$ cat src/rtl/flcs_pkg.sv
// constants, command codes and sequence states of the flash command/status logic
package flcs_pkg;

    // ------------------------------------------------------------
    // register map (byte addresses)
    // ------------------------------------------------------------
    localparam int          REG_ADDR_W      = 17;
    localparam logic [16:0] OFS_STATUS      = 17'h00000;
    localparam logic [16:0] OFS_COMMAND     = 17'h00004;
    localparam logic [16:0] OFS_CLK_DIV     = 17'h00008;
    localparam logic [16:0] OFS_PROT        = 17'h0000c;
    localparam logic [16:0] OFS_SECURITY    = 17'h00010;
    localparam int          ARRAY_SEL_BIT   = 16;

    // ------------------------------------------------------------
    // status field positions and reset values
    // ------------------------------------------------------------
    localparam int          BIT_CBEF        = 7;
    localparam int          BIT_CCF         = 6;
    localparam int          BIT_PVIOL       = 5;
    localparam int          BIT_ACCERR      = 4;
    localparam int          BIT_BLANK       = 2;
    localparam logic        RST_CBEF        = 1'b1;
    localparam logic        RST_CCF         = 1'b1;
    localparam logic [7:0]  RST_CLK_DIV     = 8'h00;
    localparam logic [1:0]  SEC_UNSECURED   = 2'b10;
    localparam logic [1:0]  SEC_RESET       = 2'b11;
    localparam int          PAGE_SHIFT      = 9;

    // ------------------------------------------------------------
    // command codes
    // ------------------------------------------------------------
    localparam logic [7:0]  CMD_BLANK_CHECK = 8'h05;
    localparam logic [7:0]  CMD_BYTE_PROG   = 8'h20;
    localparam logic [7:0]  CMD_BURST_PROG  = 8'h25;
    localparam logic [7:0]  CMD_PAGE_ERASE  = 8'h40;
    localparam logic [7:0]  CMD_ARRAY_ERASE = 8'h41;

    typedef enum logic [2:0]
    {
        SEQ_IDLE = 3'b001,
        SEQ_DATA = 3'b010,
        SEQ_CMD  = 3'b100
    } flcs_seq_t;

    function automatic logic cmd_legal(input logic [7:0] c);
        return (c == CMD_BLANK_CHECK) || (c == CMD_BYTE_PROG) || (c == CMD_BURST_PROG)
            || (c == CMD_PAGE_ERASE) || (c == CMD_ARRAY_ERASE);
    endfunction

    // program or erase: needs the divider and the protection check
    function automatic logic cmd_alters(input logic [7:0] c);
        return (c == CMD_BYTE_PROG) || (c == CMD_BURST_PROG)
            || (c == CMD_PAGE_ERASE) || (c == CMD_ARRAY_ERASE);
    endfunction

endpackage

$ cat src/rtl/flcs_core.sv
// flash command launch and status flags behind an AHB-Lite register port
`timescale 1ns/100ps
`default_nettype none
module flcs_core
(
    input  wire logic        MCLK,         // bus clock, 40 MHz
    input  wire logic        RST,          // async reset, high
    input  wire logic        HSEL,         // slave select
    input  wire logic [31:0] HADDR,        // address
    input  wire logic [1:0]  HTRANS,       // transfer type
    input  wire logic        HWRITE,       // write
    input  wire logic [2:0]  HSIZE,        // word only
    input  wire logic [31:0] HWDATA,       // write data
    input  wire logic        HREADY,       // bus ready
    output logic      [31:0] HRDATA,       // read data
    output logic             HREADYOUT,    // slave ready
    output logic             HRESP,        // always OKAY
    input  wire logic [7:0]  PROT_RANGE,   // protection range
    input  wire logic [1:0]  SEC_NV,       // stored security code
    input  wire logic        STOP_MODE,    // chip in stop
    input  wire logic        ARR_DONE,     // array operation finished
    input  wire logic        ARR_BLANK_OK, // blank result with done
    output logic             ARR_START,    // start pulse to array
    output logic      [7:0]  ARR_CMD,      // command to array
    output logic      [15:0] ARR_ADDR,     // target address
    output logic      [7:0]  ARR_DATA,     // program data
    output logic      [7:0]  CLK_DIV,      // divider value
    output logic      [1:0]  SEC_STATE     // security state code
);
    // ------------------------------------------------------------
    // declarations
    // ------------------------------------------------------------
    logic                 wr_stb;
    logic [16:0]          acc_addr;
    logic [31:0]          rdata;
    flcs_pkg::flcs_seq_t  seq_r;
    logic                 cbef_r;
    logic                 ccf_r;
    logic                 pviol_r;
    logic                 accerr_r;
    logic                 blank_r;
    logic                 busy_r;
    logic                 buf_valid_r;
    logic                 div_done_r;
    logic                 stop_q_r;
    logic                 sec_loaded_r;
    logic [7:0]           cmd_r;
    logic [15:0]          taddr_r;
    logic [7:0]           tdata_r;
    logic [7:0]           bcmd_r;
    logic [15:0]          baddr_r;
    logic [7:0]           bdata_r;
    logic [7:0]           run_cmd_r;
    logic                 viol;
    logic                 st_wr;
    logic                 cmd_wr;
    logic                 div_wr;
    logic                 arr_wr;
    logic                 launch_try;
    logic                 arr_err;
    logic                 cmd_err;
    logic                 launch_err;
    logic                 stop_err;
    logic                 launch_ok;
    logic                 pviol_set;
    logic                 hand;
    logic                 run_done;
    logic                 cbef_nxt;
    logic                 busy_nxt;
    logic                 buf_valid_nxt;

    // ------------------------------------------------------------
    // bus front end and protection check
    // ------------------------------------------------------------
    flcs_ahb_front u_front
    (
        .clk      (MCLK),
        .rst      (RST),
        .hsel     (HSEL),
        .haddr    (HADDR[16:0]),
        .htrans   (HTRANS),
        .hwrite   (HWRITE),
        .hready   (HREADY),
        .rdata    (rdata),
        .hrdata_r (HRDATA),
        .hready_r (HREADYOUT),
        .wr_stb   (wr_stb),
        .acc_addr (acc_addr)
    );

    flcs_prot_check u_prot
    (
        .prot_range (PROT_RANGE),
        .addr       (taddr_r),
        .cmd        (cmd_r),
        .violation  (viol)
    );

    always_ff @(posedge MCLK or posedge RST)
    begin
        if (RST)
            HRESP <= 1'b0;
        else
            HRESP <= 1'b0;
    end

    // ------------------------------------------------------------
    // write decode and sequence checks
    // ------------------------------------------------------------
    assign st_wr    = wr_stb && (acc_addr == flcs_pkg::OFS_STATUS);
    assign cmd_wr   = wr_stb && (acc_addr == flcs_pkg::OFS_COMMAND);
    assign div_wr   = wr_stb && (acc_addr == flcs_pkg::OFS_CLK_DIV);
    assign arr_wr   = wr_stb && acc_addr[flcs_pkg::ARRAY_SEL_BIT];
    // only a one in bit 7 launches; reserved bits never reach any flag
    assign launch_try = st_wr && HWDATA[flcs_pkg::BIT_CBEF];

    assign arr_err  = arr_wr && ((seq_r != flcs_pkg::SEQ_IDLE) || !cbef_r);
    assign cmd_err  = cmd_wr && ((seq_r != flcs_pkg::SEQ_DATA)
                   || !flcs_pkg::cmd_legal(HWDATA[7:0]));
    assign launch_err = launch_try && ((seq_r != flcs_pkg::SEQ_CMD) || !cbef_r
                   || (flcs_pkg::cmd_alters(cmd_r) && !div_done_r)
                   || ((cmd_r != flcs_pkg::CMD_BURST_PROG) && (busy_r || buf_valid_r)));
    assign stop_err  = STOP_MODE && !stop_q_r && busy_r;
    assign pviol_set = launch_try && !launch_err && viol;
    assign launch_ok = launch_try && !launch_err && !viol;
    assign hand      = buf_valid_r && !busy_r;
    assign run_done  = busy_r && ARR_DONE;

    always_ff @(posedge MCLK or posedge RST)
    begin
        if (RST)
            seq_r <= flcs_pkg::SEQ_IDLE;
        else if (arr_err || cmd_err || launch_try)
            seq_r <= flcs_pkg::SEQ_IDLE;
        else if (arr_wr)
            seq_r <= flcs_pkg::SEQ_DATA;
        else if (cmd_wr)
            seq_r <= flcs_pkg::SEQ_CMD;
    end

    always_ff @(posedge MCLK or posedge RST)
    begin
        if (RST)
        begin
            taddr_r <= 16'h0000;
            tdata_r <= 8'h00;
            cmd_r   <= 8'h00;
        end
        else
        begin
            if (arr_wr && !arr_err)
            begin
                taddr_r <= acc_addr[15:0];
                tdata_r <= HWDATA[7:0];
            end
            if (cmd_wr && !cmd_err)
                cmd_r <= HWDATA[7:0];
        end
    end

    // ------------------------------------------------------------
    // command buffer and hand-over to the array
    // ------------------------------------------------------------
    always_comb
    begin
        cbef_nxt      = cbef_r;
        buf_valid_nxt = buf_valid_r;
        busy_nxt      = busy_r && !ARR_DONE;
        if (hand)
        begin
            cbef_nxt      = 1'b1;
            buf_valid_nxt = 1'b0;
            busy_nxt      = 1'b1;
        end
        if (launch_ok)
        begin
            cbef_nxt      = 1'b0;
            buf_valid_nxt = 1'b1;
        end
    end

    always_ff @(posedge MCLK or posedge RST)
    begin
        if (RST)
        begin
            cbef_r      <= flcs_pkg::RST_CBEF;
            ccf_r       <= flcs_pkg::RST_CCF;
            busy_r      <= 1'b0;
            buf_valid_r <= 1'b0;
        end
        else
        begin
            cbef_r      <= cbef_nxt;
            busy_r      <= busy_nxt;
            buf_valid_r <= buf_valid_nxt;
            // built from next values so it drops on the same edge as cbef_r, at the end of the launch cycle
            ccf_r       <= cbef_nxt && !busy_nxt && !buf_valid_nxt;
        end
    end

    always_ff @(posedge MCLK or posedge RST)
    begin
        if (RST)
        begin
            bcmd_r  <= 8'h00;
            baddr_r <= 16'h0000;
            bdata_r <= 8'h00;
        end
        else if (launch_ok)
        begin
            bcmd_r  <= cmd_r;
            baddr_r <= taddr_r;
            bdata_r <= tdata_r;
        end
    end

    always_ff @(posedge MCLK or posedge RST)
    begin
        if (RST)
        begin
            ARR_START <= 1'b0;
            ARR_CMD   <= 8'h00;
            ARR_ADDR  <= 16'h0000;
            ARR_DATA  <= 8'h00;
            run_cmd_r <= 8'h00;
        end
        else
        begin
            ARR_START <= hand;
            if (hand)
            begin
                ARR_CMD   <= bcmd_r;
                ARR_ADDR  <= baddr_r;
                ARR_DATA  <= bdata_r;
                run_cmd_r <= bcmd_r;
            end
        end
    end

    // ------------------------------------------------------------
    // error flags: a set in the clearing cycle wins
    // ------------------------------------------------------------
    always_ff @(posedge MCLK or posedge RST)
    begin
        if (RST)
            pviol_r <= 1'b0;
        else if (pviol_set)
            pviol_r <= 1'b1;
        else if (st_wr && HWDATA[flcs_pkg::BIT_PVIOL])
            pviol_r <= 1'b0;
    end

    always_ff @(posedge MCLK or posedge RST)
    begin
        if (RST)
            accerr_r <= 1'b0;
        else if (arr_err || cmd_err || launch_err || stop_err)
            accerr_r <= 1'b1;
        else if (st_wr && HWDATA[flcs_pkg::BIT_ACCERR])
            accerr_r <= 1'b0;
    end

    always_ff @(posedge MCLK or posedge RST)
    begin
        if (RST)
            stop_q_r <= 1'b0;
        else
            stop_q_r <= STOP_MODE;
    end

    // ------------------------------------------------------------
    // blank result, security state, divider
    // ------------------------------------------------------------
    always_ff @(posedge MCLK or posedge RST)
    begin
        if (RST)
            blank_r <= 1'b0;
        else if (run_done && (run_cmd_r == flcs_pkg::CMD_BLANK_CHECK))
            blank_r <= ARR_BLANK_OK;
        else if (launch_ok)
            blank_r <= 1'b0;
    end

    // stored code is taken one cycle after reset release, never under reset
    always_ff @(posedge MCLK or posedge RST)
    begin
        if (RST)
        begin
            sec_loaded_r <= 1'b0;
            SEC_STATE    <= flcs_pkg::SEC_RESET;
        end
        else if (!sec_loaded_r)
        begin
            sec_loaded_r <= 1'b1;
            SEC_STATE    <= SEC_NV;
        end
        else if (run_done && (run_cmd_r == flcs_pkg::CMD_BLANK_CHECK) && ARR_BLANK_OK)
            SEC_STATE <= flcs_pkg::SEC_UNSECURED;
    end

    always_ff @(posedge MCLK or posedge RST)
    begin
        if (RST)
        begin
            CLK_DIV    <= flcs_pkg::RST_CLK_DIV;
            div_done_r <= 1'b0;
        end
        else if (div_wr)
        begin
            CLK_DIV    <= HWDATA[7:0];
            div_done_r <= 1'b1;
        end
    end

    // ------------------------------------------------------------
    // read mux
    // ------------------------------------------------------------
    always_comb
    begin
        rdata = 32'h00000000;
        case (acc_addr)
            flcs_pkg::OFS_STATUS:
            begin
                rdata[flcs_pkg::BIT_CBEF]   = cbef_r;
                rdata[flcs_pkg::BIT_CCF]    = ccf_r;
                rdata[flcs_pkg::BIT_PVIOL]  = pviol_r;
                rdata[flcs_pkg::BIT_ACCERR] = accerr_r;
                rdata[flcs_pkg::BIT_BLANK]  = blank_r;
            end
            flcs_pkg::OFS_COMMAND:  rdata[7:0] = cmd_r;
            flcs_pkg::OFS_CLK_DIV:  rdata[7:0] = CLK_DIV;
            flcs_pkg::OFS_PROT:     rdata[7:0] = PROT_RANGE;
            flcs_pkg::OFS_SECURITY: rdata[1:0] = SEC_STATE;
            default:                rdata = 32'h00000000;
        endcase
    end
endmodule // flcs_core
`default_nettype wire

$ cat src/rtl/flcs_ahb_front.sv
// AHB-Lite slave front end: one wait state on every transfer
`timescale 1ns/100ps
`default_nettype none
module flcs_ahb_front
(
    input  wire logic        clk,        // bus clock
    input  wire logic        rst,        // async reset, high
    input  wire logic        hsel,       // slave select
    input  wire logic [16:0] haddr,      // low address bits
    input  wire logic [1:0]  htrans,     // transfer type
    input  wire logic        hwrite,     // write transfer
    input  wire logic        hready,     // bus ready
    input  wire logic [31:0] rdata,      // read mux of the core
    output logic      [31:0] hrdata_r,   // read data
    output logic             hready_r,   // hreadyout
    output logic             wr_stb,     // write data phase
    output logic      [16:0] acc_addr    // latched address
);
    logic pend_r;
    logic write_r;

    // ------------------------------------------------------------
    // address phase capture, data phase completion
    // ------------------------------------------------------------
    always_ff @(posedge clk or posedge rst)
    begin
        if (rst)
        begin
            pend_r   <= 1'b0;
            write_r  <= 1'b0;
            acc_addr <= 17'h00000;
            hready_r <= 1'b1;
        end
        else if (pend_r)
        begin
            pend_r   <= 1'b0;
            hready_r <= 1'b1;
        end
        else if (hsel && htrans[1] && hready)
        begin
            pend_r   <= 1'b1;
            write_r  <= hwrite;
            acc_addr <= haddr;
            hready_r <= 1'b0;
        end
    end

    // read data registered in the wait cycle, so hrdata comes from a flop
    always_ff @(posedge clk or posedge rst)
    begin
        if (rst)
            hrdata_r <= 32'h00000000;
        else if (pend_r && !write_r)
            hrdata_r <= rdata;
    end

    assign wr_stb = pend_r && write_r;

endmodule // flcs_ahb_front
`default_nettype wire

$ cat src/rtl/flcs_prot_check.sv
// protection check of a program or erase target against the protection range
`timescale 1ns/100ps
`default_nettype none
module flcs_prot_check
(
    input  wire logic [7:0]  prot_range, // bit 0 disables, 7:1 select
    input  wire logic [15:0] addr,       // target array address
    input  wire logic [7:0]  cmd,        // command code
    output logic             violation   // target is protected
);
    logic in_block;

    // pages above the selected boundary form the protected block
    assign in_block = !prot_range[0]
                   && (addr[15:flcs_pkg::PAGE_SHIFT] > prot_range[7:1]);

    always_comb
    begin
        case (cmd)
            flcs_pkg::CMD_ARRAY_ERASE: violation = !prot_range[0];
            flcs_pkg::CMD_BYTE_PROG,
            flcs_pkg::CMD_BURST_PROG,
            flcs_pkg::CMD_PAGE_ERASE:  violation = in_block;
            default:                   violation = 1'b0;
        endcase
    end

endmodule // flcs_prot_check
`default_nettype wire

$ cat config.mk
export PLATFORM = sky130hd
export DESIGN_NAME = flcs_core
export DESIGN_NICKNAME = d
export VERILOG_FILES = /design/src/rtl/flcs_pkg.sv /design/src/rtl/flcs_core.sv /design/src/rtl/flcs_ahb_front.sv /design/src/rtl/flcs_prot_check.sv
export SDC_FILE = /design/constraint.sdc
export NUM_CORES = 1
export LEC_CHECK = 0
export ABC_AREA = 1
export BUFFER_PORTS_ARGS = -buffer_cell sky130_fd_sc_hd__buf_2
export CAP_MARGIN = 5
export CORE_MARGIN = 4
export CORE_UTILIZATION = 54
export CTS_CLUSTER_DIAMETER = 80
export DETAILED_ROUTE_END_ITERATION = 10
export PLACE_DENSITY = 0.88
export SLEW_MARGIN = 20
export SYNTH_ARGS = -nofsm -noshare
export SYNTH_HDL_FRONTEND = slang
export SYNTH_HIERARCHICAL = 1
export SYNTH_SLANG_ARGS = --single-unit
export TNS_END_PERCENT = 50
$ cat constraint.sdc
create_clock -name MCLK -period 8.63 [get_ports MCLK]
set_input_delay 1.2945 -clock MCLK [delete_from_list [all_inputs] [get_ports MCLK]]
set_output_delay 1.2945 -clock MCLK [all_outputs]
set_load 0.05 [all_outputs]
# After elaboration in Yosys (flattened, before gate mapping)
# Cells that the tools add are included.
[classes]
eq_ne = 19
bitwise_logic = 1
n_reduce_logical = 70
mux = 25
order_cmp = 1
[op_table]
columns = ["op", "count"]
rows = [
  ["$eq A17 B4 Y1 const B", 2],
  ["$eq A8 B6 Y1 const B", 4],
  ["$eq A8 B7 Y1 const B", 4],
  ["$logic_and A1 B1 Y1", 31],
  ["$eq A17 B3 Y1 const B", 1],
  ["$eq A17 B5 Y1 const B", 1],
  ["$logic_not A17 Y1", 1],
  ["$logic_or A1 B1 Y1", 17],
  ["$eq A8 B3 Y1 const B", 2],
  ["$pmux W4 S4", 1],
  ["$mux W1", 15],
  ["$logic_not A1 Y1", 14],
  ["$mux W3", 3],
  ["$ne A8 B6 Y1 const B", 1],
  ["$pmux W2 S4", 1],
  ["$reduce_bool A2 Y1", 4],
  ["$gt A7 B7 Y1", 1],
  ["$mux W2", 2],
  ["$pmux W1 S4", 1],
  ["$ne A3 B1 Y1 const B", 1],
  ["$ne A3 B2 Y1 const B", 1],
  ["$ne A3 B3 Y1 const B", 1],
  ["$pmux W1 S3", 1],
  ["$reduce_bool A3 Y1", 1],
  ["5 further kinds", 5],
]
[totals]
out_inout_bits = 77
input_bits = 87
word_cells = 144
register_bits = 148

# Longest topological paths before layout
[logic_depth]
word_depth = 14
depth_mapped = 14

# Hierarchy
# The synthesis kept the hierarchy.
[by_module_without_submodules]
columns = ["mod", "seq_area_each_um2", "instances", "cells_each", "area_per_inst_um2"]
rows = [
  ["flcs_core", 3009.1, 1, 596, 5300.1],
  ["flcs_ahb_front", 1302.5, 1, 228, 2077.0],
  ["flcs_prot_check", 0.0, 1, 59, 311.5],
]

# Worst setup path after synthesis
# OpenSTA, ideal clock, no wires.
[synth_timing]
path_type = "input -> register"
startpoint = "input PROT_RANGE[7]"
endpoint = "register baddr_r[0]"
n_path_buf = 1
setup_slack_ns = 5.871
setup_ns = 0.117
required_ns = 8.513
t_arrival_ns = 2.641
stages = 12
path_cell_list = "inv_1 ha_1 nand2_1 nor2_1 nand2_1 nand2_2 nand3_2 a21oi_2 clkinv_1 clkbuf_1 nand4_1 nand2_1"
[synth_via]
elab_chain_len = 5
[synth_lines]
columns = ["item", "line", "rtl"]
rows = [
  ["start: declaration", "flcs_core.sv:18", "input wire logic [7:0] PROT_RANGE,"],
  ["$gt A7 B7 Y1", "flcs_prot_check.sv:15", "&& (addr[15:flcs_pkg::PAGE_SHIFT] > prot_range[7:1]);"],
  ["$logic_and A1 B1 Y1", "flcs_prot_check.sv:15", ""],
  ["$pmux W1 S2", "flcs_prot_check.sv:19", "case (cmd)"],
  ["named net viol", "flcs_core.sv:54", "logic viol;"],
  ["$logic_not A1 Y1", "flcs_core.sv:125", "assign launch_ok = launch_try && !launch_err && !viol;"],
  ["$logic_and A1 B1 Y1", "flcs_core.sv:125", ""],
  ["end signal: assignment", "flcs_core.sv:212", "baddr_r <= taddr_r;"],
  ["end: declaration", "flcs_core.sv:51", "logic [15:0] baddr_r;"],
]
# The timed path passes the listed nets, and every way through them passes these cells.
# A chain may end at the register's enable or synchronous reset.

# Worst setup path in the final report
[layout_timing]
startpoint = "input PROT_RANGE[7]"
endpoint = "register ccf_r"
[layout_via]
elab_chain_len = 8
word_cells_on_any_way = 10
classes_between = "1 x order compare; 3 x mux; 6 x reduce/logical"
[layout_lines]
columns = ["item", "line", "rtl"]
rows = [
  ["$gt A7 B7 Y1", "flcs_prot_check.sv:15", ""],
  ["$logic_and A1 B1 Y1", "flcs_prot_check.sv:15", ""],
  ["$pmux W1 S2", "flcs_prot_check.sv:19", ""],
  ["named net viol", "flcs_core.sv:54", ""],
  ["$logic_not A1 Y1", "flcs_core.sv:125", ""],
  ["$logic_and A1 B1 Y1", "flcs_core.sv:125", ""],
  ["$mux W1", "flcs_core.sv:175", "if (launch_ok)"],
  ["named net buf_valid_nxt", "flcs_core.sv:70", "logic buf_valid_nxt;"],
  ["$logic_not A1 Y1", "flcs_core.sv:197", "ccf_r <= cbef_nxt && !busy_nxt && !buf_valid_nxt;"],
  ["$logic_and A1 B1 Y1", "flcs_core.sv:197", ""],
  ["end signal: assignment", "flcs_core.sv:187", "ccf_r <= flcs_pkg::RST_CCF;"],
  ["end signal: assignment", "flcs_core.sv:197", ""],
  ["end: declaration", "flcs_core.sv:38", "logic ccf_r;"],
]
# The timed path passes the listed nets, and every way through them passes these cells.

==> run metrics <==
status completed; fin crit share 0.337; io pins around 160; Mapped Area around 7700 sq um; hold crit path type flip-flop to flip-flop; post-synth top area share 0.540; part of the power in registers 0.470; CTS resizes 0; Layout area overhead 17.2%; Post-CTS Setup Repair Bufs 0; Layout Nets ~1100; P_int about 1.4 mW; crit path launch type primary input; WL/cell approximately 15 um; LEAKAGE 5.13 nW; Root Buffer clkbuf_16; row count between 40 and 50; Max Freq about 340 MHz; arrival time worst endpoint 3.27 ns; flops & latches, synth 172; GRT Total Usage 0.233; post-route ant nets 0; most common cell after layout, fill and taps aside nand2_1; port buffer count approximately 120; Worst Skew ~0.0075 ns; DR pass1 iterations 7; Initial Utilization 0.552; worst reg2reg endpoint u_front/hrdata_r[12]; post-DP HPWL roughly 13 mm; post-route minimum period about 2.9 ns; TritonCTS clock tree yes; Seq/Total Area, Yosys 0.561; Worst Path Max Fanout 35; Worst Reg-to-Reg Cells 4; met1 usage 0.311; Clk Latency, worst-skew pair between 0.4 and 0.5 ns; Die X approximately 130 um; Yosys top cell by area dfrtp_1; Die ar. about 16000 sq um; Worst-Margin Slew 0.998 ns; Slew Viols, Final 0; Post-Route WL 18.3 mm; PwrDens around 220 nW/um^2; Clk pin slew, worst setup/hold paths approximately 0.060 ns; asr flop ratio synth 1.00; Die Height approximately 130 um; worst endpoint required time 8.99 ns; via count 6375; H-tree levels 4; clock sinks between 150 and 200; vias in the first global route ~6100; # DRC 0; Unique masters post-synth 39; grt met2 use 0.362; Max-Slew Margin vs Limit 0.333; layout cells sized above 1 0.198; CTS max path bufs 2; Sw Pwr slightly below 0.6 mW; largest net degree at the start of global routing between 70 and 80; Mapped Avg Cell Area 8.71 sq um; worst setup path class primary input to flip-flop; RSZ-0062 raised after global routing false; final instance area between 9000 and 10000 sq um; combinational share of power 0.157; Post-synth EDFFs 0; met3 usage 0.0506; Final Hold Viols 0; crit path from PROT_RANGE[7]; crit path capture type flip-flop; reg2reg start u_front/write_r; Max VDD drop 0.122 mV; Vias per Instance around 5.3; Most used DFF post-synth dfrtp_1; switching share of power 0.293; global-route wire length before repair ~30 mm; most frequent cells in the layout 357 x nand2_1, 166 x dfrtp_1, 119 x buf_2, 67 x nand3_1, 63 x inv_1; placed cell area roughly 8400 sq um; flop-to-flop setup slack roughly 6.2 ns; gr ovfl total 0; endpoints failing setup 0; cts hold-fix bufs 0; setup TNS 0 ns; most used routing layer met2; initial antenna violation count 2; Clk pwr share 0.373; core area around 14000 sq um; RePlAce Congestion about 0.95; Detailed Route Iter0 Violations just under 600; number of max-cap violations 0; synth top area cells dfrtp_1 54%, nand2_1 17%, nand3_1 4.4%; Mapped Cells 883; total CTS buffers 17; Synth warnings 6; CP endpoint ccf_r
cell families after synthesis:
kind of cell / after synthesis / share of synthesized area
mux: 12 / 0.0176
compound gates: 48 / 0.0394
other cells: 2 / 0.000977
flops: 172 / 0.561
simple gates: 538 / 0.310
fa+ha+maj: 7 / 0.0114
buf+inv: 104 / 0.0600
cell type report:
cell class	count	area, sq um
fillers	1147	4920
flip-flops and latches	172	4310
multi-input cells	631	3010
repair buffers	124	633
clock buffers	25	485
inverters	67	255
well taps	180	225
clock inverters	6	86.3
diodes	2	5.00
how the worst min path moves through the flow:
stage / startpoint / end / slack [ns] / cells after the start
6_report: ARR_ADDR[0] / ARR_ADDR[0] / 0.46 / 2
5_1_grt: ARR_ADDR[0] / ARR_ADDR[0] / 0.48 / 2
4_1_cts: ARR_DATA[1] / ARR_DATA[1] / 0.47 / 2
3_5_place_dp: u_front/hrdata_r[14] / u_front/hrdata_r[14] / 0.45 / 2
3_3_place_gp: u_front/hrdata_r[30] / u_front/hrdata_r[30] / 0.45 / 2
2_1_floorplan: sec_loaded_r / SEC_STATE[0] / 0.44 / 1
sequential cells by signal, summed over array words and instances, names as in the netlist, 2 cells and up:
signal,cells
u_front/hrdata_r,32
u_front/acc_addr,17
ARR_ADDR,16
baddr_r,16
taddr_r,16
ARR_DATA,8
CLK_DIV,8
bcmd_r,8
bdata_r,8
cmd_r,8
run_cmd_r,8
tdata_r,8
seq_r,3
SEC_STATE,2
Yosys cell counts (2+ instances only):
| master | instances |
|---|---|
| nand3_1 | 67 |
| nand4_2 | 2 |
| nor3_1 | 3 |
| a21oi_2 | 2 |
| o21ai_2 | 7 |
| nor2_1 | 48 |
| buf_6 | 6 |
| inv_1 | 65 |
| o21ai_1 | 5 |
| nand4_4 | 2 |
| o21ai_0 | 19 |
| dfrtp_1 | 166 |
| mux2_2 | 12 |
| buf_1 | 3 |
| ha_1 | 7 |
| conb_1 | 2 |
| buf_4 | 2 |
| clkbuf_1 | 11 |
| nor2_4 | 3 |
| nand3_2 | 2 |
| a22oi_1 | 6 |
| nand2_4 | 2 |
| nand2_2 | 3 |
| nand2_1 | 357 |
| a21oi_1 | 4 |
| nand4_1 | 39 |
| dfstp_2 | 6 |
| buf_2 | 14 |
| o2111ai_1 | 2 |
| nor2_8 | 3 |
| nor2_2 | 5 |
critical path, stage by stage:
cell	delay, ns
buf_2	0.10
inv_1	0.04
ha_1	0.29
nand2_1	0.07
nor2_1	0.20
nand2_1	0.12
nand2_2	0.07
nand3_2	0.06
a21oi_2	0.17
clkinv_1	0.15
nand4_4	0.39
nand2_1	0.16
nor2_1	0.13
layer usage:
layer,wire [um],vias to the layer above
met1,7460,2995
li1,-,3061
met2,8720,263
met4,731,0
met3,1350,56
met5,0,-
through the flow:
| step | util | worst slack [ns] | power (mW) | hold slack, ns | cells |
|---|---|---|---|---|---|
| 6_report | 0.647 | 5.72 | 1.99 | 0.464 | 1207 |
| 5_1_grt | 0.647 | 5.54 | 2.08 | 0.483 | 1207 |
| 4_1_cts | 0.646 | 5.84 | 2.00 | 0.468 | 1205 |
| 3_5_place_dp | 0.605 | 5.39 | 1.26 | 0.453 | 1174 |
| 3_3_place_gp | 0.605 | 5.42 | 1.24 | 0.450 | 1174 |
| 2_1_floorplan | - | 4.16 | 1.17 | 0.437 | 907 |
power by group through the flow:
| stage | Sequential, mW | Combinational (mW) | Clock (mW) |
|---|---|---|---|
| 2_1_floorplan | 1.04 | 0.128 | 0 |
| 3_3_place_gp | 0.942 | 0.302 | 0 |
| 3_5_place_dp | 0.946 | 0.312 | 0 |
| 4_1_cts | 0.933 | 0.314 | 0.751 |
| 5_1_grt | 0.943 | 0.342 | 0.790 |
| 6_report | 0.934 | 0.312 | 0.742 |
No activity file was read; power rests on OpenSTA's default activity.
